==> config.mk <==
export PLATFORM = sky130hd
export DESIGN_NAME = cccs_core
export DESIGN_NICKNAME = d
export VERILOG_FILES = /design/src/logic/cccs_pkg.sv /design/src/logic/cccs_core.sv
export SDC_FILE = /design/constraint.sdc
export NUM_CORES = 1
export LEC_CHECK = 0
export ABC_CLOCK_PERIOD_IN_PS = 11200
export BUFFER_PORTS_ARGS = -buffer_cell sky130_fd_sc_hd__buf_2
export CORE_MARGIN = 2
export CORE_UTILIZATION = 62
export CTS_BUF_LIST = sky130_fd_sc_hd__clkbuf_2
export CTS_CLUSTER_SIZE = 28
export DETAILED_ROUTE_END_ITERATION = 7
export GPL_TIMING_DRIVEN = 0
export PLACE_DENSITY = 0.88
export SYNTH_ARGS = -nofsm -noshare
export SYNTH_HDL_FRONTEND = slang
export SYNTH_SLANG_ARGS = --single-unit
==> constraint.sdc <==
create_clock -name clk_sys_i -period 11.2 [get_ports clk_sys_i]
set_input_delay 2.24 -clock clk_sys_i [delete_from_list [all_inputs] [get_ports clk_sys_i]]
set_output_delay 2.24 -clock clk_sys_i [all_outputs]
set_load 0.005 [all_outputs]
==> src/logic/cccs_pkg.sv <==
`default_nettype none
package cccs_pkg;
    // Characters seen in program messages and written into responses.
    localparam logic [7:0] CH_STAR = 8'h2A;
    localparam logic [7:0] CH_QM = 8'h3F;
    localparam logic [7:0] CH_SEMI = 8'h3B;
    localparam logic [7:0] CH_NL = 8'h0A;
    localparam logic [7:0] CH_SPACE = 8'h20;
    localparam logic [7:0] CH_ZERO = 8'h30;
    localparam logic [7:0] CH_ONE = 8'h31;
    localparam logic [7:0] CH_NINE = 8'h39;
    localparam logic [7:0] CH_A = 8'h41;
    localparam logic [7:0] CH_Z = 8'h5A;
    localparam logic [7:0] CASE_MASK = 8'hDF;
    // Three-letter common command headers, upper case.
    localparam logic [23:0] CMD_CLS = 24'h43_4C53;
    localparam logic [23:0] CMD_ESE = 24'h45_5345;
    localparam logic [23:0] CMD_ESR = 24'h45_5352;
    localparam logic [23:0] CMD_IDN = 24'h49_444E;
    localparam logic [23:0] CMD_IST = 24'h49_5354;
    localparam logic [23:0] CMD_OPC = 24'h4F_5043;
    localparam logic [23:0] CMD_OPT = 24'h4F_5054;
    localparam logic [23:0] CMD_RST = 24'h52_5354;
    localparam logic [23:0] CMD_SRE = 24'h53_5245;
    localparam logic [23:0] CMD_STB = 24'h53_5442;
    localparam logic [23:0] CMD_TRG = 24'h54_5247;
    localparam logic [23:0] CMD_TST = 24'h54_5354;
    localparam logic [23:0] CMD_WAI = 24'h57_4149;
    // Bit positions in the event register, status byte and summary register.
    localparam int ESR_OPC = 0;
    localparam int ESR_CME = 5;
    localparam int STB_QUES = 3;
    localparam int STB_MAV = 4;
    localparam int STB_ESB = 5;
    localparam int STB_MSS = 6;
    localparam int STB_OPER = 7;
    localparam int SUMM_QUES = 0;
    localparam int SUMM_OPER = 1;
    localparam int SUMM_IST = 2;
    localparam logic [7:0] SRE_MASK = 8'hBF;
    localparam logic [7:0] ESE_RST = 8'h00;
    localparam logic [7:0] SRE_RST = 8'h00;
    localparam logic [7:0] ESR_RST = 8'h00;
    // Register port offsets.
    localparam logic [1:0] REG_STB = 2'h0;
    localparam logic [1:0] REG_ESR = 2'h1;
    localparam logic [1:0] REG_EVT = 2'h2;
    localparam logic [1:0] REG_SUMM = 2'h3;
    typedef enum logic [2:0] {
        S_IDLE = 3'b000, S_HDR = 3'b001, S_PARM = 3'b010, S_SKIP = 3'b011,
        S_EXEC = 3'b100, S_WAIT = 3'b101, S_TEST = 3'b110, S_RESP = 3'b111
    } cccs_state_t;
    typedef struct packed {
        logic [23:0] hdr;
        logic [1:0] nlet;
        logic query;
        logic bad;
        logic [7:0] value;
    } cccs_cmd_t;
    typedef struct packed {
        logic preset;
        logic trigger;
        logic test_start;
        logic evt_clear;
        logic abort;
    } cccs_act_t;
endpackage
`default_nettype wire

==> src/logic/cccs_core.sv <==
// Added by the designer: strobed register access and the register offsets.
`timescale 1ns/1ps
`default_nettype none
// What this block does
// [RQ1] Commands do not stall each other unless a sync command asks for it.
// [RQ2] Operation-complete command sets event bit 0 once prior work is finished.
// [RQ3] Operation-complete query stalls parsing until idle, then answers 1.
// [RQ4] Wait command stalls later commands until prior work has settled.
// [RQ5] Controller enables event bit 0 and service bit 5 to get notified.
// [RQ6] Controller syncs after sweep start, single sweep and marker queries.
// [RQ7] A new command during a long measurement may abort that measurement.
// [RQ8] Common header is asterisk, exactly three letters, optional question mark.
// [RQ9] Clear-status zeroes status byte, event register, questionable and operation events.
// [RQ10] Clear-status leaves every enable and transition part unchanged.
// [RQ11] Clear-status discards pending response characters.
// [RQ12] Event enable command loads 0 to 255; its query returns it.
// [RQ13] Event read query returns the event register then clears it.
// [RQ14] Individual status query returns the parallel poll flag as 0 or 1.
// [RQ15] Service enable loads 0 to 255 with bit 6 forced to zero.
// [RQ16] Status byte query returns the status byte, query only.
// [RQ17] Trigger command pulses a manual trigger to waiting actions.
// [RQ18] Self-test query runs the test and returns 0 or an error code.
// [RQ19] A running self-test is not aborted; local mode waits for it.
// [RQ20] Reset command presets all settings, like system preset, setting only.
// [RQ21] Messages end in newline; commands inside are split by semicolons.
// [RQ22] Boolean answers are the characters 0 and 1.
// [RQ23] Status bit 5 is set while event register AND its enable is nonzero.
// [RQ24] Service request is asserted while status byte AND service enable is nonzero.
module cccs_core #(
    parameter logic [7:0] ID_CODE = 8'h2A, // Arbitrary identification value.
    parameter int CHAR_W = 8
) (
    input wire logic clk_sys_i,
    input wire logic srst_i,
    input wire logic rx_valid_i,
    input wire logic [7:0] rx_char_i,
    output logic rx_ready_o,
    output logic tx_valid_o,
    output logic [7:0] tx_char_o,
    input wire logic tx_ready_i,
    input wire logic ops_busy_i,
    input wire logic test_done_i,
    input wire logic [7:0] test_code_i,
    input wire logic local_req_i,
    output logic go_local_o,
    output cccs_pkg::cccs_act_t act_o,
    output logic [7:0] stb_o,
    output logic srq_o,
    input wire logic [1:0] reg_addr_i,
    input wire logic [7:0] reg_wdata_i,
    input wire logic reg_wr_i,
    input wire logic reg_rd_i,
    output logic [7:0] reg_rdata_o
);
    import cccs_pkg::*;

    // The character path is byte wide only.
    generate
        if (CHAR_W != 8) begin : g_chk
            $error("CHAR_W must be 8.");
        end
    endgenerate

    cccs_state_t state;
    cccs_state_t next_state;
    cccs_cmd_t cmd;
    logic [7:0] ese;
    logic [7:0] sre;
    logic [7:0] esr;
    logic [2:0] summ;
    logic opc_pend;
    logic [1:0] resp_left;
    logic [2:0][7:0] resp_rest;
    logic take;
    logic is_term;
    logic is_space;
    logic is_letter;
    logic is_digit;
    logic [11:0] next_acc;
    logic cmd_ok;
    logic [7:0] imm_val;
    logic load_resp;
    logic [7:0] load_val;
    logic cme;
    logic ex;
    logic opc_done;
    logic [7:0] next_stb;
    logic next_mss;

    // Character classes of the incoming stream.
    assign take = rx_valid_i && rx_ready_o;
    assign is_term = (rx_char_i == CH_NL) || (rx_char_i == CH_SEMI); // RQ21
    assign is_space = (rx_char_i <= CH_SPACE) && !is_term;
    assign is_letter = ((rx_char_i & CASE_MASK) >= CH_A) && ((rx_char_i & CASE_MASK) <= CH_Z);
    assign is_digit = (rx_char_i >= CH_ZERO) && (rx_char_i <= CH_NINE);
    assign next_acc = {4'h0, cmd.value} * 12'd10 + {4'h0, rx_char_i - CH_ZERO};
    assign ex = (state == S_EXEC) && cmd_ok;
    assign opc_done = opc_pend && !ops_busy_i;

    // Legal query forms and the value of an immediate answer.
    always_comb begin
        cmd_ok = 1'b0;
        imm_val = 8'h00;
        case (cmd.hdr)
            CMD_CLS, CMD_RST, CMD_TRG, CMD_WAI: cmd_ok = !cmd.query; // RQ20
            CMD_ESE: begin
                cmd_ok = 1'b1;
                imm_val = ese; // RQ12
            end
            CMD_SRE: begin
                cmd_ok = 1'b1;
                imm_val = sre;
            end
            CMD_OPC: cmd_ok = 1'b1;
            CMD_ESR: begin
                cmd_ok = cmd.query;
                imm_val = esr; // RQ13
            end
            CMD_IDN: begin
                cmd_ok = cmd.query;
                imm_val = ID_CODE;
            end
            CMD_IST: begin
                cmd_ok = cmd.query;
                imm_val = {7'h00, summ[SUMM_IST]}; // RQ14 RQ22
            end
            CMD_STB: begin
                cmd_ok = cmd.query;
                imm_val = stb_o; // RQ16
            end
            CMD_OPT, CMD_TST: cmd_ok = cmd.query;
            default: cmd_ok = 1'b0;
        endcase
        if (cmd.bad || cmd.nlet != 2'd3) begin
            cmd_ok = 1'b0; // RQ8
        end
    end

    // Next state of the command sequencer.
    always_comb begin
        next_state = state;
        load_resp = 1'b0;
        load_val = 8'h00;
        cme = 1'b0;
        unique case (state)
            S_IDLE: begin
                if (take && rx_char_i == CH_STAR) begin
                    next_state = S_HDR; // RQ8
                end else if (take && !is_term && !is_space) begin
                    next_state = S_SKIP;
                end
            end
            S_HDR, S_PARM: begin
                if (take && is_term) begin
                    next_state = S_EXEC; // RQ21
                end else if (take && state == S_HDR && is_space) begin
                    next_state = S_PARM;
                end
            end
            S_SKIP: begin
                if (take && is_term) begin
                    next_state = S_IDLE;
                end
            end
            S_EXEC: begin
                if (!cmd_ok) begin
                    cme = 1'b1;
                    next_state = S_IDLE;
                end else if (cmd.hdr == CMD_WAI || (cmd.hdr == CMD_OPC && cmd.query)) begin
                    next_state = S_WAIT; // RQ3 RQ4
                end else if (cmd.hdr == CMD_TST) begin
                    next_state = S_TEST; // RQ18
                end else if (cmd.query) begin
                    next_state = S_RESP;
                    load_resp = 1'b1;
                    load_val = imm_val;
                end else begin
                    next_state = S_IDLE; // RQ1
                end
            end
            S_WAIT: begin
                if (!ops_busy_i && cmd.query) begin
                    next_state = S_RESP;
                    load_resp = 1'b1;
                    load_val = 8'h01; // RQ3
                end else if (!ops_busy_i) begin
                    next_state = S_IDLE; // RQ4
                end
            end
            S_TEST: begin
                if (test_done_i) begin
                    next_state = S_RESP;
                    load_resp = 1'b1;
                    load_val = test_code_i; // RQ18
                end
            end
            S_RESP: begin
                if (tx_valid_o && tx_ready_i && resp_left == 2'd0) begin
                    next_state = S_IDLE;
                end
            end
        endcase
    end

    // Sequencer state; input is accepted only in the parsing states.
    always_ff @(posedge clk_sys_i) begin
        if (srst_i) begin
            state <= S_IDLE;
            rx_ready_o <= 1'b0;
        end else begin
            state <= next_state;
            rx_ready_o <= (next_state == S_IDLE) || (next_state == S_HDR) ||
                (next_state == S_PARM) || (next_state == S_SKIP); // RQ3 RQ4
        end
    end

    // Header letters, query mark and decimal parameter of the command.
    always_ff @(posedge clk_sys_i) begin
        if (srst_i) begin
            cmd <= '0;
        end else if (state == S_IDLE && take) begin
            cmd <= '0;
        end else if (take && (state == S_HDR || state == S_PARM) && !is_term) begin
            if (state == S_HDR && is_letter && !cmd.query) begin
                if (cmd.nlet == 2'd3) begin
                    cmd.bad <= 1'b1; // RQ8
                end else begin
                    cmd.hdr <= {cmd.hdr[15:0], rx_char_i & CASE_MASK};
                    cmd.nlet <= cmd.nlet + 2'd1;
                end
            end else if (state == S_HDR && rx_char_i == CH_QM && cmd.nlet == 2'd3 && !cmd.query) begin
                cmd.query <= 1'b1; // RQ8
            end else if (state == S_PARM && is_digit) begin
                cmd.value <= (next_acc > 12'h0FF) ? 8'hFF : next_acc[7:0];
            end else if (!is_space) begin
                cmd.bad <= 1'b1;
            end
        end
    end

    // Enable registers; clear-status never touches them.
    always_ff @(posedge clk_sys_i) begin
        if (srst_i) begin
            ese <= ESE_RST;
            sre <= SRE_RST;
        end else if (ex && !cmd.query && cmd.hdr == CMD_ESE) begin
            ese <= cmd.value; // RQ12 RQ10
        end else if (ex && !cmd.query && cmd.hdr == CMD_SRE) begin
            sre <= cmd.value & SRE_MASK; // RQ15 RQ10
        end
    end

    // Pending operation-complete waits for the earlier work to finish.
    always_ff @(posedge clk_sys_i) begin
        if (srst_i) begin
            opc_pend <= 1'b0;
        end else if (ex && !cmd.query && cmd.hdr == CMD_OPC) begin
            opc_pend <= 1'b1; // RQ2
        end else if (!ops_busy_i) begin
            opc_pend <= 1'b0;
        end
    end

    // Event register: a set in the clearing cycle survives the clear.
    always_ff @(posedge clk_sys_i) begin
        if (srst_i) begin
            esr <= ESR_RST;
        end else begin
            esr <= ((ex && (cmd.hdr == CMD_CLS || cmd.hdr == CMD_ESR)) ? 8'h00 : esr) // RQ9 RQ13
                | (8'(opc_done) << ESR_OPC) // RQ2
                | (8'(cme) << ESR_CME)
                | ((reg_wr_i && reg_addr_i == REG_EVT) ? reg_wdata_i : 8'h00);
        end
    end

    // Questionable, operation and parallel poll summaries fed by software.
    always_ff @(posedge clk_sys_i) begin
        if (srst_i) begin
            summ <= 3'b000;
        end else if (reg_wr_i && reg_addr_i == REG_SUMM) begin
            summ <= reg_wdata_i[2:0];
        end else if (ex && cmd.hdr == CMD_CLS) begin
            summ[SUMM_QUES] <= 1'b0; // RQ9
            summ[SUMM_OPER] <= 1'b0; // RQ9
        end
    end

    // Status byte summary and service request.
    always_comb begin
        next_stb = 8'h00;
        next_stb[STB_QUES] = summ[SUMM_QUES];
        next_stb[STB_OPER] = summ[SUMM_OPER];
        next_stb[STB_MAV] = tx_valid_o;
        next_stb[STB_ESB] = |(esr & ese); // RQ23
        next_mss = |(next_stb & sre); // RQ24
        next_stb[STB_MSS] = next_mss;
    end

    always_ff @(posedge clk_sys_i) begin
        if (srst_i) begin
            stb_o <= 8'h00;
            srq_o <= 1'b0;
        end else begin
            stb_o <= next_stb; // RQ23
            srq_o <= next_mss; // RQ24
        end
    end

    // Response output: decimal digits without leading zeros, then newline.
    always_ff @(posedge clk_sys_i) begin
        if (srst_i) begin
            tx_valid_o <= 1'b0;
            tx_char_o <= 8'h00;
            resp_left <= 2'd0;
            resp_rest <= '0;
        end else if (ex && cmd.hdr == CMD_CLS) begin
            tx_valid_o <= 1'b0; // RQ11
            resp_left <= 2'd0;
        end else if (load_resp) begin
            tx_valid_o <= 1'b1;
            if (load_val >= 8'd100) begin
                tx_char_o <= CH_ZERO + load_val / 8'd100;
                resp_rest <= {CH_NL, CH_ZERO + load_val % 8'd10, CH_ZERO + (load_val / 8'd10) % 8'd10};
                resp_left <= 2'd3;
            end else if (load_val >= 8'd10) begin
                tx_char_o <= CH_ZERO + load_val / 8'd10;
                resp_rest <= {8'h00, CH_NL, CH_ZERO + load_val % 8'd10};
                resp_left <= 2'd2;
            end else begin
                tx_char_o <= CH_ZERO + load_val; // RQ22
                resp_rest <= {8'h00, 8'h00, CH_NL};
                resp_left <= 2'd1;
            end
        end else if (tx_valid_o && tx_ready_i) begin
            if (resp_left == 2'd0) begin
                tx_valid_o <= 1'b0;
            end else begin
                tx_char_o <= resp_rest[0];
                resp_rest <= {8'h00, resp_rest[2:1]};
                resp_left <= resp_left - 2'd1;
            end
        end
    end

    // Action pulses toward the measurement logic.
    always_ff @(posedge clk_sys_i) begin
        if (srst_i) begin
            act_o <= '0;
        end else begin
            act_o.preset <= ex && cmd.hdr == CMD_RST; // RQ20
            act_o.trigger <= ex && cmd.hdr == CMD_TRG; // RQ17
            act_o.test_start <= ex && cmd.hdr == CMD_TST; // RQ18
            act_o.evt_clear <= ex && cmd.hdr == CMD_CLS; // RQ9
            act_o.abort <= ex && ops_busy_i && (cmd.hdr == CMD_RST || cmd.hdr == CMD_TRG); // RQ7
        end
    end

    // Return to local waits for a running self-test.
    always_ff @(posedge clk_sys_i) begin
        if (srst_i) begin
            go_local_o <= 1'b0;
        end else begin
            go_local_o <= local_req_i && state != S_TEST && next_state != S_TEST; // RQ19
        end
    end

    // Register port read data, one cycle after the strobe.
    always_ff @(posedge clk_sys_i) begin
        if (srst_i) begin
            reg_rdata_o <= 8'h00;
        end else if (reg_rd_i) begin
            unique case (reg_addr_i)
                REG_STB: reg_rdata_o <= stb_o;
                REG_ESR: reg_rdata_o <= esr;
                REG_EVT: reg_rdata_o <= ese;
                REG_SUMM: reg_rdata_o <= {5'h00, summ};
            endcase
        end
    end
endmodule
`default_nettype wire

==> key figures <==
Yosys
  – Number of synthesized flops with an enable pin: 0
  – Synthesis-stage register bit count: 111
  – Post-Syn Area: 0.00779 mm²
  – Yosys cell types: 106
  – Mean Syn Cell Area: 7.96 µm²
  – Synthesis warning total: 0
  – Compound-Gate Fraction of Synth Area: 0.246
  – Post-Synth Adder-Cell Area: 0.0641
  – Async SR Flop Fraction: 0
  – Simple-Gate Fraction of Synth Area: 0.282
  – Mux cell area share after synthesis: 0.0434
  – Synth Flop Type: dfxtp_1
  – Sequential area share after synthesis: 0.285
  – Post-Synth XOR/XNOR Area: 0.0225
  – Mapped Cells: 979
  – Largest family of logic cells by synthesized area: simple AND/OR/NAND/NOR gates

Clocking
  – H-tree depth: 3
  – Post-CTS Setup Repair Bufs: 0
  – CTS clk-pin slew, worst paths: 0.29 ns
  – Max clock buf depth: 2
  – CTS Buf Count: 9
  – CTS tree: built
  – Hold buffers post-CTS: 0
  – Skew-Pair Late Insertion Delay: 0.69 ns
  – Clk sinks: 111
  – Clk root buf: clkbuf_2
  – Cts repair resizes: 0

Timing
  – Max Freq: 151 MHz
  – Hold Vio Cnt, Final: 0
  – Hold Slack: 0.476 ns
  – Slew of the pin with the lowest slew margin: 1.12 ns
  – RSZ-0062 raised after global routing: false
  – Period utilization: 0.592
  – Final Max Slew Viols: 0
  – Period minus WS final: 6.64 ns
  – Slew margin rel.: 0.236
  – Final Setup Violations: 0
  – Total negative slack: 0 ns
  – Clock Skews: 0.0553 ns

Global route
  – All-Layer GR Usage: 0.338
  – Global route overflow: 0
  – Initial antenna violation count: 0
  – Largest net degree at the start of global routing: 20
  – First-pass GRT wire length: 36.1 mm
  – Number of global-route vias before repair: 7,217

Place
  – PortBufs: 61
  – DP Area: 0.00832 mm²
  – Placer Congestion: 0.974
  – Post-DP HPWL: 17.2 mm

Critical path
  – CP Class: in -> reg
  – Slowest cell on the critical path: a22oi_2
  – Largest stage delay on the critical path: 0.46 ns
  – Crit start category: input port
  – Crit path DAT: 7.25 ns
  – Worst EP required: 11.82 ns
  – Crit Path Max Fanout: 10
  – Crit end category: register
  – Buf/Inv on CP: 5
  – CP delay by family, top: compound AO/OA/AOI/OAI gates

Worst hold path
  – HP Class: reg -> reg

Power and ir drop
  – Peak VDD IR: 0.0581 mV
  – Power density over the cells: 75.5 mW/mm²
  – LEAKAGE: 3.41 nW
  – Tot Pwr: 0.000635 W

Detailed routing
  – Wire per inst: 18.3 µm
  – TritonRoute pass-1 iters: 8
  – Number of remaining DRC errors: 1
  – DRT iter0 DRCs: 1,033
  – Routed WL: 22.4 mm
  – Routed Antenna Nets: 0
  – Via density per instance: 6.53
  – Via count of the routed design: 8,016

Floorplan
  – FP Rows: 40
  – Number of placed I/O pins: 68
  – Die Area: 0.0135 mm²
  – Starting Density: 0.640
  – Die W: 116 µm
  – Die Y: 116 µm
  – Core Region: 0.0122 mm²

Finish
  – Nets: 1,126
  – Most common cell after layout, fill and taps aside: dfxtp_1
  – Post-Layout Inst Area: 0.00841 mm²
  – Area Growth Syn to Fin: 8.03%
  – Ant. Diodes: 0
  – Layout cells sized above 1: 0.146
  – Most frequent cells in the layout: dfxtp_1, nor2_1, nand2_1, a21oi_1, buf_2

Run status
  – Outcome: complete, but fails checks
  – Failing checks: design-rule violations

Job
  – Max_cap viols: 0
[layer usage]
layer / vias up / global-route usage / wire length [µm]
met5: - / 0 / 0
met4: 0 / 0.145 / 952
met3: 84 / 0.0617 / 2120
met2: 467 / 0.529 / 9850
met1: 3701 / 0.459 / 9500
li1: 3764 / - / -
[cell families (layout without fill, tap and decap cells)]
group                      count (synthesis)  count (layout)
and+or+nand+nor                          410             410
AOI/OAI and AO/OA                        267             267
DFF                                      111             111
buffers and inverters                     98             175
adders and majority gates                 39              39
muxes                                     32              32
xor gates and xnor gates                  20              20
other                                      2               5
[cells in the mapped netlist, drive strengths merged (13+ instances only)]
master | count | area [µm²]
nand4 | 23 | 163
a22oi | 28 | 215
a21oi | 77 | 393
ha | 35 | 438
and2 | 13 | 81.3
mux2i | 28 | 293
clkbuf | 32 | 120
o21ai | 41 | 228
nor2b | 15 | 93.8
dfxtp | 111 | 2220
xnor2 | 15 | 131
nand3 | 45 | 230
nor4 | 13 | 124
buf | 26 | 163
nor2 | 111 | 419
a211oi | 19 | 155
nor3 | 21 | 110
nand2 | 100 | 388
inv | 39 | 151
[power breakdown]
group          leakage (nW)  switching, W  internal (W)
Combinational          2.46     0.0000360     0.0000196
Sequential            0.897    0.00000297      0.000401
Clock                0.0570      0.000144     0.0000315
Total                  3.41      0.000183      0.000453
[stage by stage]
step / instances / utilization / worst slack [ns]
floorplan: 982 / - / 4.84
global placement: 1211 / 0.684 / 4.06
detailed placement: 1211 / 0.684 / 3.96
CTS: 1227 / 0.692 / 4.65
global route: 1227 / 0.692 / 4.18
finish: 1227 / 0.692 / 4.56
[worst min-delay path: cells and delay by family (launching register included)]
family / cells / cell delay, ns
flip-flops: 1 / 0.38
AO/OA/AOI/OAI: 1 / 0.05
AND/OR/NAND/NOR: 1 / 0.05
[path summary, 6_finish.rpt]
path | slack [ns] | from | to | cells after the start
min reg2reg | 0.48 | tx_char_o[5] | tx_char_o[5] | 2
min | 0.48 | tx_char_o[5] | tx_char_o[5] | 2
max | 4.56 | test_done_i | resp_rest[6] | 27
max reg2reg | 4.77 | cmd[30] | resp_rest[6] | 28
[state kept, by name (all words and copies together) (netlist names), 3 cells and up]
name and cells:
ese 8, tx_char_o 8, esr 8, summ 3
cmd 33, state 3, resp_rest 17, reg_rdata_o 8
act_o 5, stb_o 5, sre 7
[area by class of cell]
cell class,count,area [µm²]
plain buffers,58,283
clock buffers,9,45.0
clock inverters,7,53.8
fillers,1042,3750
inverters,40,155
multi-input cells,773,5140
flip-flops and latches,111,2220
well taps,168,210
repair buffers,61,305
(Power assumes the default switching activity.)
